`src/include/pin_mux_pkg.sv`:
```
`default_nettype none
package pin_mux_pkg;

    // ----------------------------------------
    // Group widths
    // ----------------------------------------
    localparam int VID_W = 20;
    localparam int STOR_W = 6;
    localparam int FLASH_W = 4;
    localparam int AUD_W = 4;
    localparam int UART_W = 2;
    localparam int ADDR_LO = 2;
    localparam int ADDR_HI = 15;
    localparam int SYNC_STAGES = 2;

    // ----------------------------------------
    // Video pad positions
    // ----------------------------------------
    localparam int VID_PAD_DB0 = 0;
    localparam int VID_PAD_DB1 = 1;
    localparam int VID_PAD_CS = 16;
    localparam int VID_PAD_ERD = 17;
    localparam int VID_PAD_RS = 18;
    localparam int VID_PAD_WR = 19;

    // ----------------------------------------
    // Audio and serial pad positions
    // ----------------------------------------
    localparam int AUD_PAD_DATA = 0;
    localparam int AUD_PAD_BCK = 1;
    localparam int AUD_PAD_WS = 2;
    localparam int AUD_PAD_MCLK = 3;
    localparam int UART_PAD_CTS = 0;
    localparam int UART_PAD_RTS = 1;

    // ----------------------------------------
    // Modes and carriers
    // ----------------------------------------
    typedef enum logic {
        MODE_DEFAULT = 1'b0,
        MODE_ALT = 1'b1
    } mode_t;

    typedef struct packed {
        mode_t storage;
        mode_t video;
        mode_t audio;
        mode_t flash;
        mode_t uart;
    } group_sel_t;

    typedef struct packed {
        logic [ADDR_HI:ADDR_LO] address;
        logic staticCs0;
        logic staticCs1;
        logic dramClockOut;
        logic dramClockEnable;
        logic dramChipSelect;
        logic dramDataMask1;
    } ext_bus_t;

    typedef struct packed {
        logic dataB;
        logic dataClock;
        logic frameSync;
        logic dataA;
    } telephony_t;

    // ----------------------------------------
    // Values after reset and idle input levels
    // ----------------------------------------
    localparam group_sel_t SEL_RESET = '{default: MODE_DEFAULT};
    localparam logic [VID_W-1:0] DISP_IDLE = 20'h0_0000;
    localparam logic [STOR_W-1:0] GPIO_IDLE = 6'h00;
    localparam logic [STOR_W-1:0] CARD_LO_IDLE = 6'h3F;
    localparam logic [FLASH_W-1:0] READY_IDLE = 4'hF;
    localparam logic [FLASH_W-1:0] CARD_HI_IDLE = 4'hF;
    localparam logic [AUD_W-1:0] AUD_IDLE = 4'h0;
    localparam logic [AUD_W-1:0] TEL_IDLE = 4'h0;
    localparam logic [UART_W-1:0] UART_IDLE = 2'h3;
    localparam logic [UART_W-1:0] SPI_IDLE = 2'h3;

endpackage
`default_nettype wire

```
`src/design/pin_mux_slice.sv`:
```
`timescale 1ns/1ps
`default_nettype none
module pin_mux_slice
#(
    parameter int W = 1,
    parameter logic [W-1:0] IDLE_A = '0,
    parameter logic [W-1:0] IDLE_B = '0
)
(
    input wire logic clk,
    input wire logic rstn,
    input wire logic sel,
    input wire logic [W-1:0] aOut,
    input wire logic [W-1:0] aOe,
    input wire logic [W-1:0] bOut,
    input wire logic [W-1:0] bOe,
    input wire logic [W-1:0] padIn,
    output logic [W-1:0] padOut,
    output logic [W-1:0] padOe,
    output logic [W-1:0] aIn,
    output logic [W-1:0] bIn
);
    logic [W-1:0] syncMeta;
    logic [W-1:0] syncPad;
    logic [W-1:0] next_padOut;
    logic [W-1:0] next_padOe;
    logic [W-1:0] next_aIn;
    logic [W-1:0] next_bIn;

    // ----------------------------------------
    // Pad steering
    // ----------------------------------------
    // Deselected side sees its idle level so it cannot act on foreign traffic
    always_comb
    begin
        next_padOut = sel ? bOut : aOut;
        next_padOe = sel ? bOe : aOe;
        next_aIn = sel ? IDLE_A : syncPad;
        next_bIn = sel ? syncPad : IDLE_B;
    end

    always_ff @(posedge clk or negedge rstn)
    begin
        if (!rstn)
        begin
            syncMeta <= '0;
            syncPad <= '0;
            padOut <= '0;
            padOe <= '0;
            aIn <= IDLE_A;
            bIn <= IDLE_B;
        end
        else
        begin
            syncMeta <= padIn;
            syncPad <= syncMeta;
            padOut <= next_padOut;
            padOe <= next_padOe;
            aIn <= next_aIn;
            bIn <= next_bIn;
        end
    end
endmodule
`default_nettype wire

```
`src/design/shared_pin_function_mux.sv`:
```
`timescale 1ns/1ps
`default_nettype none
module shared_pin_function_mux
(
    input wire logic clk,
    input wire logic resetn,
    input wire pin_mux_pkg::group_sel_t modeRequest,
    output var pin_mux_pkg::group_sel_t activeMode,
    input wire logic [pin_mux_pkg::VID_W-1:0] videoPadIn,
    output logic [pin_mux_pkg::VID_W-1:0] videoPadOut,
    output logic [pin_mux_pkg::VID_W-1:0] videoPadOe,
    input wire logic [pin_mux_pkg::VID_W-1:0] displayOut,
    input wire logic [pin_mux_pkg::VID_W-1:0] displayOe,
    output logic [pin_mux_pkg::VID_W-1:0] displayIn,
    input wire pin_mux_pkg::ext_bus_t extBus,
    input wire logic [pin_mux_pkg::STOR_W-1:0] storagePadIn,
    output logic [pin_mux_pkg::STOR_W-1:0] storagePadOut,
    output logic [pin_mux_pkg::STOR_W-1:0] storagePadOe,
    input wire logic [pin_mux_pkg::STOR_W-1:0] generalIoOut,
    input wire logic [pin_mux_pkg::STOR_W-1:0] generalIoOe,
    output logic [pin_mux_pkg::STOR_W-1:0] generalIoIn,
    input wire logic [pin_mux_pkg::STOR_W-1:0] cardLowOut,
    input wire logic [pin_mux_pkg::STOR_W-1:0] cardLowOe,
    output logic [pin_mux_pkg::STOR_W-1:0] cardLowIn,
    input wire logic [pin_mux_pkg::FLASH_W-1:0] flashPadIn,
    output logic [pin_mux_pkg::FLASH_W-1:0] flashPadOut,
    output logic [pin_mux_pkg::FLASH_W-1:0] flashPadOe,
    output logic [pin_mux_pkg::FLASH_W-1:0] flashReadyBusy,
    input wire logic [pin_mux_pkg::FLASH_W-1:0] cardHighOut,
    input wire logic [pin_mux_pkg::FLASH_W-1:0] cardHighOe,
    output logic [pin_mux_pkg::FLASH_W-1:0] cardHighIn,
    input wire logic [pin_mux_pkg::AUD_W-1:0] audioPadIn,
    output logic [pin_mux_pkg::AUD_W-1:0] audioPadOut,
    output logic [pin_mux_pkg::AUD_W-1:0] audioPadOe,
    input wire logic [pin_mux_pkg::AUD_W-1:0] audioTxOut,
    input wire pin_mux_pkg::telephony_t telephonyOut,
    input wire pin_mux_pkg::telephony_t telephonyOe,
    output var pin_mux_pkg::telephony_t telephonyIn,
    input wire logic [pin_mux_pkg::UART_W-1:0] uartPadIn,
    output logic [pin_mux_pkg::UART_W-1:0] uartPadOut,
    output logic [pin_mux_pkg::UART_W-1:0] uartPadOe,
    input wire logic uartRequestToSendN,
    output logic uartClearToSendN,
    input wire logic serialPeriphSelect1,
    input wire logic serialPeriphSelect2
);
    import pin_mux_pkg::*;

    logic rstMeta;
    logic rstn;
    group_sel_t next_activeMode;
    logic [VID_W-1:0] videoAltOut;
    logic [AUD_W-1:0] audioAltOut;
    logic [AUD_W-1:0] audioAltOe;
    logic [AUD_W-1:0] telephonyInVec;
    logic [UART_W-1:0] uartDefaultOut;
    logic [UART_W-1:0] uartDefaultOe;
    logic [UART_W-1:0] uartSerialOut;
    logic [UART_W-1:0] uartDefaultIn;

    // ----------------------------------------
    // Reset release
    // ----------------------------------------
    always_ff @(posedge clk or negedge resetn)
    begin
        if (!resetn)
        begin
            rstMeta <= 1'b0;
            rstn <= 1'b0;
        end
        else
        begin
            rstMeta <= 1'b1;
            rstn <= rstMeta;
        end
    end

    // ----------------------------------------
    // Group selection
    // ----------------------------------------
    // Control register bits sit on this clock; one register stage only
    always_comb
    begin
        next_activeMode = modeRequest;
    end

    always_ff @(posedge clk or negedge rstn)
    begin
        if (!rstn)
        begin
            activeMode <= SEL_RESET;
        end
        else
        begin
            activeMode <= next_activeMode;
        end
    end

    // ----------------------------------------
    // Video group
    // ----------------------------------------
    // Memory bus signals are pure outputs, so in alternate mode the pads are always driven
    always_comb
    begin
        videoAltOut = '0;
        videoAltOut[ADDR_HI:ADDR_LO] = extBus.address;
        videoAltOut[VID_PAD_DB1] = extBus.staticCs1;
        videoAltOut[VID_PAD_DB0] = extBus.dramClockOut;
        videoAltOut[VID_PAD_CS] = extBus.staticCs0;
        videoAltOut[VID_PAD_ERD] = extBus.dramClockEnable;
        videoAltOut[VID_PAD_RS] = extBus.dramChipSelect;
        videoAltOut[VID_PAD_WR] = extBus.dramDataMask1;
    end

    pin_mux_slice #(.W(VID_W), .IDLE_A(DISP_IDLE), .IDLE_B(DISP_IDLE))
    videoSlice (
        .clk(clk), .rstn(rstn),
        .sel(activeMode.video == MODE_ALT),
        .aOut(displayOut),
        .aOe(displayOe),
        .bOut(videoAltOut),
        .bOe({VID_W{1'b1}}),
        .padIn(videoPadIn),
        .padOut(videoPadOut),
        .padOe(videoPadOe),
        .aIn(displayIn), .bIn()
    );

    // ----------------------------------------
    // Storage group
    // ----------------------------------------
    // Card clock, command and data 0-3 in pad order
    pin_mux_slice #(.W(STOR_W), .IDLE_A(GPIO_IDLE), .IDLE_B(CARD_LO_IDLE))
    storageSlice (
        .clk(clk), .rstn(rstn),
        .sel(activeMode.storage == MODE_ALT),
        .aOut(generalIoOut),
        .aOe(generalIoOe),
        .bOut(cardLowOut),
        .bOe(cardLowOe),
        .padIn(storagePadIn),
        .padOut(storagePadOut),
        .padOe(storagePadOe),
        .aIn(generalIoIn), .bIn(cardLowIn)
    );

    // ----------------------------------------
    // Flash group
    // ----------------------------------------
    // Independent of the video choice, so flash stays usable in both
    pin_mux_slice #(.W(FLASH_W), .IDLE_A(READY_IDLE), .IDLE_B(CARD_HI_IDLE))
    flashSlice (
        .clk(clk), .rstn(rstn),
        .sel(activeMode.flash == MODE_ALT),
        .aOut({FLASH_W{1'b0}}),
        .aOe({FLASH_W{1'b0}}),
        .bOut(cardHighOut),
        .bOe(cardHighOe),
        .padIn(flashPadIn),
        .padOut(flashPadOut),
        .padOe(flashPadOe),
        .aIn(flashReadyBusy), .bIn(cardHighIn)
    );

    // ----------------------------------------
    // Audio group
    // ----------------------------------------
    always_comb
    begin
        audioAltOut[AUD_PAD_DATA] = telephonyOut.dataA;
        audioAltOut[AUD_PAD_MCLK] = telephonyOut.dataB;
        audioAltOut[AUD_PAD_BCK] = telephonyOut.frameSync;
        audioAltOut[AUD_PAD_WS] = telephonyOut.dataClock;
        audioAltOe[AUD_PAD_DATA] = telephonyOe.dataA;
        audioAltOe[AUD_PAD_MCLK] = telephonyOe.dataB;
        audioAltOe[AUD_PAD_BCK] = telephonyOe.frameSync;
        audioAltOe[AUD_PAD_WS] = telephonyOe.dataClock;
    end

    pin_mux_slice #(.W(AUD_W), .IDLE_A(AUD_IDLE), .IDLE_B(TEL_IDLE))
    audioSlice (
        .clk(clk), .rstn(rstn),
        .sel(activeMode.audio == MODE_ALT),
        .aOut(audioTxOut),
        .aOe({AUD_W{1'b1}}),
        .bOut(audioAltOut),
        .bOe(audioAltOe),
        .padIn(audioPadIn),
        .padOut(audioPadOut),
        .padOe(audioPadOe),
        .aIn(), .bIn(telephonyInVec)
    );

    // Same pad order as the outgoing side
    always_comb
    begin
        telephonyIn.dataA = telephonyInVec[AUD_PAD_DATA];
        telephonyIn.dataB = telephonyInVec[AUD_PAD_MCLK];
        telephonyIn.frameSync = telephonyInVec[AUD_PAD_BCK];
        telephonyIn.dataClock = telephonyInVec[AUD_PAD_WS];
    end

    // ----------------------------------------
    // Serial group
    // ----------------------------------------
    // Clear-to-send is an input, request-to-send an output
    always_comb
    begin
        uartDefaultOut = '0;
        uartDefaultOe = '0;
        uartDefaultOut[UART_PAD_RTS] = uartRequestToSendN;
        uartDefaultOe[UART_PAD_RTS] = 1'b1;
        uartSerialOut[UART_PAD_CTS] = serialPeriphSelect1;
        uartSerialOut[UART_PAD_RTS] = serialPeriphSelect2;
    end

    pin_mux_slice #(.W(UART_W), .IDLE_A(UART_IDLE), .IDLE_B(SPI_IDLE))
    uartSlice (
        .clk(clk), .rstn(rstn),
        .sel(activeMode.uart == MODE_ALT),
        .aOut(uartDefaultOut),
        .aOe(uartDefaultOe),
        .bOut(uartSerialOut),
        .bOe({UART_W{1'b1}}),
        .padIn(uartPadIn),
        .padOut(uartPadOut),
        .padOe(uartPadOe),
        .aIn(uartDefaultIn), .bIn()
    );

    assign uartClearToSendN = uartDefaultIn[UART_PAD_CTS];
endmodule
`default_nettype wire

```
`config.mk`:
```
export PLATFORM = sky130hd
export DESIGN_NAME = shared_pin_function_mux
export DESIGN_NICKNAME = d
export VERILOG_FILES = /design/src/include/pin_mux_pkg.sv /design/src/design/pin_mux_slice.sv /design/src/design/shared_pin_function_mux.sv
export SDC_FILE = /design/constraint.sdc
export NUM_CORES = 1
export LEC_CHECK = 0
export BUFFER_PORTS_ARGS = -buffer_cell sky130_fd_sc_hd__buf_2
export CELL_PAD_IN_SITES_DETAIL_PLACEMENT = 1
export CELL_PAD_IN_SITES_GLOBAL_PLACEMENT = 1
export CORE_ASPECT_RATIO = 1.75
export CORE_MARGIN = 8
export CORE_UTILIZATION = 37
export DETAILED_ROUTE_END_ITERATION = 8
export GPL_TIMING_DRIVEN = 0
export PLACE_DENSITY_LB_ADDON = 0.1
export REMOVE_ABC_BUFFERS = 1
export SETUP_SLACK_MARGIN = 0.5
export SLEW_MARGIN = 20
export SYNTH_ARGS = -nofsm -noshare
export SYNTH_HDL_FRONTEND = slang
export SYNTH_SLANG_ARGS = --single-unit
```
`constraint.sdc`:
```
create_clock -name clk -period 7.5 [get_ports clk]
set_input_delay 1.875 -clock clk [delete_from_list [all_inputs] [get_ports clk]]
set_output_delay 1.875 -clock clk [all_outputs]
set_load 0.02 [all_outputs]
```
==> results of run 1 <==
## power breakdown
part	total (mW)	switching, mW	leakage, nW	internal (mW)
logic	0.192	0.106	1.48	0.0858
clock network	0.851	0.404	0.273	0.447
registers	1.13	0.0266	2.26	1.11
## per-layer routing
layer	share of wire, %	vias to the layer above	wire length [um]
met5	0	-	0
met1	33	1732	4621
met2	58	146	8190
met4	1.4	0	198
li1	-	1571	-
met3	7.5	14	1048
## layout make-up
type	instances	area (sq um)	share of cell area, %
multi-input combinational	117	942.2	11.66
tap	189	236.5	2.927
clock buffer	19	442.9	5.482
timing repair buffer	274	1454	18.00
sequential	194	4878	60.38
antenna	1	2.502	0.03097
clock inverter	13	122.6	1.518
## synthesized netlist by cell type
cell type / n
sky130_fd_sc_hd__buf_2: 3
sky130_fd_sc_hd__conb_1: 1
sky130_fd_sc_hd__clkbuf_2: 1
sky130_fd_sc_hd__mux2_4: 8
sky130_fd_sc_hd__buf_6: 3
sky130_fd_sc_hd__buf_8: 1
sky130_fd_sc_hd__clkbuf_1: 3
sky130_fd_sc_hd__and2_1: 13
sky130_fd_sc_hd__dfstp_2: 15
sky130_fd_sc_hd__mux2_2: 29
sky130_fd_sc_hd__or2_2: 25
sky130_fd_sc_hd__buf_4: 5
sky130_fd_sc_hd__nor2b_1: 26
sky130_fd_sc_hd__dfrtp_1: 179
sky130_fd_sc_hd__nand2b_1: 14
## stage by stage
step | utilization [%] | power [mW]
6_report | 51.14 | 2.175
5_1_grt | 51.14 | 2.272
4_1_cts | 51.12 | 2.219
3_5_place_dp | 47.54 | 1.351
3_3_place_gp | 46.86 | 1.337
2_1_floorplan | - | 1.246
## sequential cells by signal, indices dropped and copies added, names as in the netlist, 5 cells and up
register               flops
videoSlice.syncMeta       20
storageSlice.syncPad       6
videoSlice.syncPad        20
storageSlice.padOut        6
activeMode                 5
storageSlice.padOe         6
storageSlice.syncMeta      6
videoSlice.padOut         20
storageSlice.aIn           6
storageSlice.bIn           6
videoSlice.padOe          20
videoSlice.aIn            20
## worst paths after layout
check,from,to,slack (ns),depth (start not counted)
hold / removal,audioSlice.syncMeta[2]$_DFF_PN0_,audioSlice.syncPad[2]$_DFF_PN0_,0.35,0
min in group asynchronous,rstn$_DFF_PN0_,videoSlice.padOut[6]$_DFF_PN0_,0.39,0
hold reg to reg,audioSlice.syncMeta[2]$_DFF_PN0_,audioSlice.syncPad[2]$_DFF_PN0_,0.35,0
setup reg to reg,activeMode[4]$_DFF_PN0_,storageSlice.padOut[5]$_DFF_PN0_,5.96,1
setup / recovery,activeMode[4]$_DFF_PN0_,activeMode[4],3.89,1
max in group asynchronous,resetn,rstn$_DFF_PN0_,6.17,1
## cells in the final DEF, fill, tap and decap left out, types with 8 or more instances in the layout
master,count
sky130_fd_sc_hd__buf_2,270
sky130_fd_sc_hd__mux2_4,8
sky130_fd_sc_hd__and2_1,13
sky130_fd_sc_hd__dfstp_2,15
sky130_fd_sc_hd__dfrtp_1,177
sky130_fd_sc_hd__clkbuf_16,17
sky130_fd_sc_hd__nand2b_1,14
sky130_fd_sc_hd__or2_2,25
sky130_fd_sc_hd__mux2_2,29
sky130_fd_sc_hd__nor2b_1,26
## kinds of logic (layout without fill, tap and decap cells)
group,Yosys count,in the layout,share of synthesized area (%)
buffers and inverters,16,306,1.983
other,1,3,0.06324
muxes,37,37,7.533
DFF,194,194,82.19
and+or+nand+nor,78,78,8.230
==> results.txt, run 1 <==
----------------------------------------------------
[Setup path]
  Crit Path Max Fanout ... 25
  Delay of the slowest cell on the worst path ... 1.01 ns
  Data required time of the worst path ... 5.62 ns
  Category of the worst setup path capture point ... output pin
  Family with the most delay on the worst path ... flip-flops
  Type of the worst setup path ... reg -> out
  Worst path bufs/invs ... 1
  Crit path cell chain ... buf_2
  Nature of the critical path startpoint ... flop
  Cell with the largest stage delay on the worst path ... sky130_fd_sc_hd__dfrtp_1
  Data arrival time of the worst path ... 1.74 ns

[Clock tree]
  TritonCTS clock tree ... yes
  CTS Buf Count ... 17
  Root Driver ... sky130_fd_sc_hd__clkbuf_16
  Clock transition at the register clock pins on the worst setup and hold paths after CTS ... approximately 0.070 ns
  Clock sink count ... between 150 and 200
  CTS H-Tree Depth ... 4
  CTS hold repair buffers ... 0
  CTS Buffer Depth ... 2
  CTS resizes ... 0
  Number of setup buffers added after CTS ... 0
  Clock latency reported for the late side of the worst-skew pair ... about 0.42 ns

[Hold path]
  Min-Delay Path Class ... reg -> reg

[STA]
  Finish-stage setup viols ... 0
  Headroom to the max-slew limit ... 33.23%
  Minimum hold slack ... 0.3467 ns
  Fin. Hold Viols ... 0
  Share of the clock period used by the worst path ... roughly half
  Final period demand of the worst path ... roughly 3.6 ns
  Setup repair after global routing missed its margin ... no
  Count of final max-slew check failures ... 0
  Skew final ... 0.01457 ns
  Fmax ... 277.0 MHz
  Slew at the pin closest to its max-slew limit ... 1.002 ns
  Total Negative Setup Slacks ... 0 ns
  Final worst slack ... 3.890 ns

[Routing]
  Violation count after the first detailed-routing iteration ... between 70 and 80
  Remaining antenna violation count ... 0
  Wirelength, routed ... between 10,000 and 15,000 um
  Pre-antenna DRT Iters ... 4
  Total number of vias ... between 3,000 and 4,000
  Average wire length per cell after detail routing ... about 17 um
  Number of vias per cell ... between 4 and 5
  Post-detailed-route DRC marker count ... 0

[Layout]
  Layout Area Growth over Synthesis ... 36.25%
  Fraction of final layout cells with drive strength greater than 1 ... 62.24%
  Total of fill cells in the finished design ... between 1,500 and 2,000
  Post-layout net count ... 754
  Non-filler instance count after layout ... 807
  Non-Filler Cell Area, Final ... 8079 sq um

[Synth]
  Proportion of synthesized chip area in sequential cells ... 82.19%
  Share of the synthesized area in the top cell type ... roughly 76%
  Syn. warnings ... 0
  Number of different library cells in the post-synthesis netlist ... 15
  Mean Syn Cell Area ... roughly 18 sq um
  Post-synthesis instance total ... about 330
  Total standard cell area after synthesis ... slightly below 6000 sq um
  Area leader, netlist ... sky130_fd_sc_hd__dfrtp_1
  Register bit count reported by yosys ... around 190
  Ranking of synthesized cells by area ... sky130_fd_sc_hd__dfrtp_1 (76%), sky130_fd_sc_hd__dfstp_2 (6.6%), sky130_fd_sc_hd__mux2_2 (5.5%), sky130_fd_sc_hd__nor2b_1 (2.7%), sky130_fd_sc_hd__or2_2 (2.6%)

[Place]
  Worst slack at placement ... ~4.3 ns
  GP Congestion ... a little over 0.7
  Detailed Place HPWL ... approximately 11,000 um
  Count of placed standard cells including taps ... 774
  Port Buf Inserts ... 270
  Placed cell areas ... 7511 sq um

[Global routing]
  Overall fraction of global-route tracks in use ... between 10% and 20%
  Pin count of the biggest net entering global routing ... 60
  Met1 layer usage reported by global route ... 13.23%
  Met3 Track Usage GR ... ~5.7%
  Global-route congestion overflow total ... 0
  Met2 capacity usage during global routing ... a little over a quarter
  Number of antenna violations at the first check in global routing ... 1
  Busiest grt layer ... met2
  Via count of the first global-routing pass ... 4,178
  Global-route wire length before repair ... between 20,000 and 25,000 um

[Floorplanning]
  Initial cell density of the core ... between 30% and 40%
  Core footprint ... around 16,000 sq um
  # IOs ... around 270
  Row cnt ... a little over 60
  Chip Height ... between 150 and 200 um
  Area enclosed by the die boundary ... ~20,000 sq um
  Die X-Extent ... approximately 110 um

[Pwr]
  Max rail drop VDD ... approximately 0.15 mV
  Static leakage ... ~4 nW
  Ratio of total power to cell area ... about 270 nW/um^2

[Outcome]
  Result of the run ... finished clean

[Job]
  Number of violations of the max-capacitance limit ... 0

----------------------------------------------------
Power figures use the tool's default switching activity.
==> run 2, diff against run 1 <==
- CORE_UTILIZATION: 37 -> 33
- clock period: 7.5 -> 3 ns (I/O delays scaled with it)
==> results.txt, run 2 (synthesis results as in run 1) <==
----------------------------------------------------
[Layout]
  Non-filler instance count after layout ... approximately 850
  Fraction of final layout cells with drive strength greater than 1 ... approximately 62%
  Post-layout net count ... between 700 and 800
  Layout Area Growth over Synthesis ... 37.69%
  Most common library cell in the layout ignoring fill and taps ... sky130_fd_sc_hd__buf_2
  Most used cells in the layout excluding fill and tap cells ... sky130_fd_sc_hd__buf_2 (270), sky130_fd_sc_hd__dfrtp_1 (176), sky130_fd_sc_hd__mux2_2 (29)

[STA]
  Headroom to the max-slew limit ... between 60% and 70%
  Minimum hold slack ... 0.09999 ns
  Final period demand of the worst path ... roughly 2.2 ns
  Skew final ... slightly below 0.009 ns
  Fmax ... ~450 MHz
  Fin. Hold Viols ... 0
  Share of the clock period used by the worst path ... 74.81%
  Setup repair after global routing missed its margin ... no
  Slew at the pin closest to its max-slew limit ... around 0.55 ns
  Finish-stage setup viols ... 0
  Count of final max-slew check failures ... 0

[Setup path]
  Nature of the critical path startpoint ... flop
  Category of the worst setup path capture point ... output pin
  Data arrival time of the worst path ... between 1 and 1.5 ns
  Type of the worst setup path ... reg -> out
  Data required time of the worst path ... 2.25 ns
  Crit Path Max Fanout ... 32

[Pwr]
  Combinational power share ... a little under 9%
  Sequential cell fraction of total power ... slightly above 50%
  P_sw ... roughly 1.3 mW
  Proportion of power drawn by the clock network ... between 40 and 50%
  Net switching fraction of the power ... a little under a quarter
  Design internal power ... 4.249 mW
  Max rail drop VDD ... approximately 0.30 mV
  Ratio of total power to cell area ... slightly below 700 nW/um^2
  Static leakage ... approximately 4.0 nW

[Routing]
  Number of vias per cell ... between 4 and 5
  Pre-antenna DRT Iters ... 3
  Average wire length per cell after detail routing ... between 15 and 20 um
  Wirelength, routed ... 13,970 um
  Post-detailed-route DRC marker count ... 0
  Remaining antenna violation count ... 0
  Violation count after the first detailed-routing iteration ... roughly 120
  Total number of vias ... ~3,500

[Floorplanning]
  Die X-Extent ... roughly 120 um
  Chip Height ... between 150 and 200 um
  # IOs ... 272
  Row cnt ... 65
  Area enclosed by the die boundary ... 22,680 sq um
  Initial cell density of the core ... about a third
  Core footprint ... ~18,000 sq um

[Place]
  Detailed Place HPWL ... 10,530 um
  GP Congestion ... ~0.72
  Port Buf Inserts ... 270
  Count of placed standard cells including taps ... roughly 820

[Outcome]
  Result of the run ... finished clean

[Clock tree]
  CTS Buf Count ... 17
  Clock latency reported for the late side of the worst-skew pair ... between 0.4 and 0.5 ns
  Clock transition at the register clock pins on the worst setup and hold paths after CTS ... around 0.07 ns
  Root Driver ... sky130_fd_sc_hd__clkbuf_16
  TritonCTS clock tree ... yes
  CTS H-Tree Depth ... 4
  CTS Buffer Depth ... 2
  Clock sink count ... 194

[Global routing]
  Global-route congestion overflow total ... 0
  Global-route wire length before repair ... 22,560 um
  Pin count of the biggest net entering global routing ... just under 60
  Number of antenna violations at the first check in global routing ... 2
  Via count of the first global-routing pass ... approximately 4,200
  Overall fraction of global-route tracks in use ... 12.91%

[Hold path]
  Min-Delay Path Class ... in -> async

[Job]
  Number of violations of the max-capacitance limit ... 0

----------------------------------------------------
run 2: cell count changes in the layout (fill, tap and decap cells not counted), sizes merged:
cell / delta
bufinv: +2
clkinv: -4
inv: +1
run 2: path summary, 6_finish.rpt:
path	startpoint	to	cells past startpoint	slack, ns
max	activeMode[3]$_DFF_PN0_	activeMode[3]	2	0.76
min	resetn	rstMeta$_DFF_PN0_	1	0.1
max reg2reg	activeMode[3]$_DFF_PN0_	videoSlice.padOut[6]$_DFF_PN0_	2	1.64
min reg2reg	rstn$_DFF_PN0_	videoSlice.padOut[14]$_DFF_PN0_	0	0.29
max in group asynchronous	rstn$_DFF_PN0_	storageSlice.bIn[3]$_DFF_PN1_	2	1.69
min in group clk	audioSlice.syncMeta[3]$_DFF_PN0_	audioSlice.syncPad[3]$_DFF_PN0_	0	0.34
run 2: metrics by stage:
step                setup TNS (ns)  setup slack [ns]  cell area [sq um]  utilization (%)  total power [mW]
floorplan                  -510.66            -2.780               5816                -             3.116
global placement           -883.74            -4.789               7460            41.88             3.344
detailed placement               0            0.8976               7567            42.49             3.377
CTS                              0            0.5536               8159            45.81             5.688
global route                     0            0.6294               8164            45.84             5.816
finish                           0            0.7558               8164            45.84             5.567
run 2: power by group through the flow:
stage	Combinational [mW]	Clock, mW	Sequential (mW)
finish	0.482	2.26	2.83
global route	0.525	2.44	2.85
CTS	0.497	2.36	2.83
detailed placement	0.497	0	2.88
global placement	0.424	0	2.92
floorplan	0.0850	0	3.03
run 2: critical path, cell delays in order, from the launching register on:
cell                      delay [ns]
sky130_fd_sc_hd__dfrtp_4        0.64
sky130_fd_sc_hd__buf_12         0.23
sky130_fd_sc_hd__buf_2          0.19
run 2: area by class of cell:
type                            count  area [sq um]
Antenna cell                        1         2.502
Clock buffer                       19         442.9
Clock inverter                     12         147.6
Fill cell                        1850          9647
Multi-Input combinational cell    117         942.2
Sequential cell                   194          4882
Tap cell                          234         292.8
Timing Repair Buffer              274          1454
run 2: repair_timing:
item / in CTS / in global routing
hold buffers: 0 / 0
endpoints found under the hold margin: 0 / 0
buffers inserted: 0 / 0
resized for setup: 1 / 1
setup endpoints to repair: 1 / 1
run 2: routing by layer:
metal | part of all wire (%) | up-vias | track usage (%) | wire [um]
met5 | 0.079 | - | 0 | 11
li1 | - | 1577 | - | -
met1 | 33 | 1724 | 11.89 | 4656
met3 | 7.9 | 20 | 5.569 | 1102
met4 | 2.3 | 2 | 5.800 | 323
met2 | 56 | 155 | 23.78 | 7877
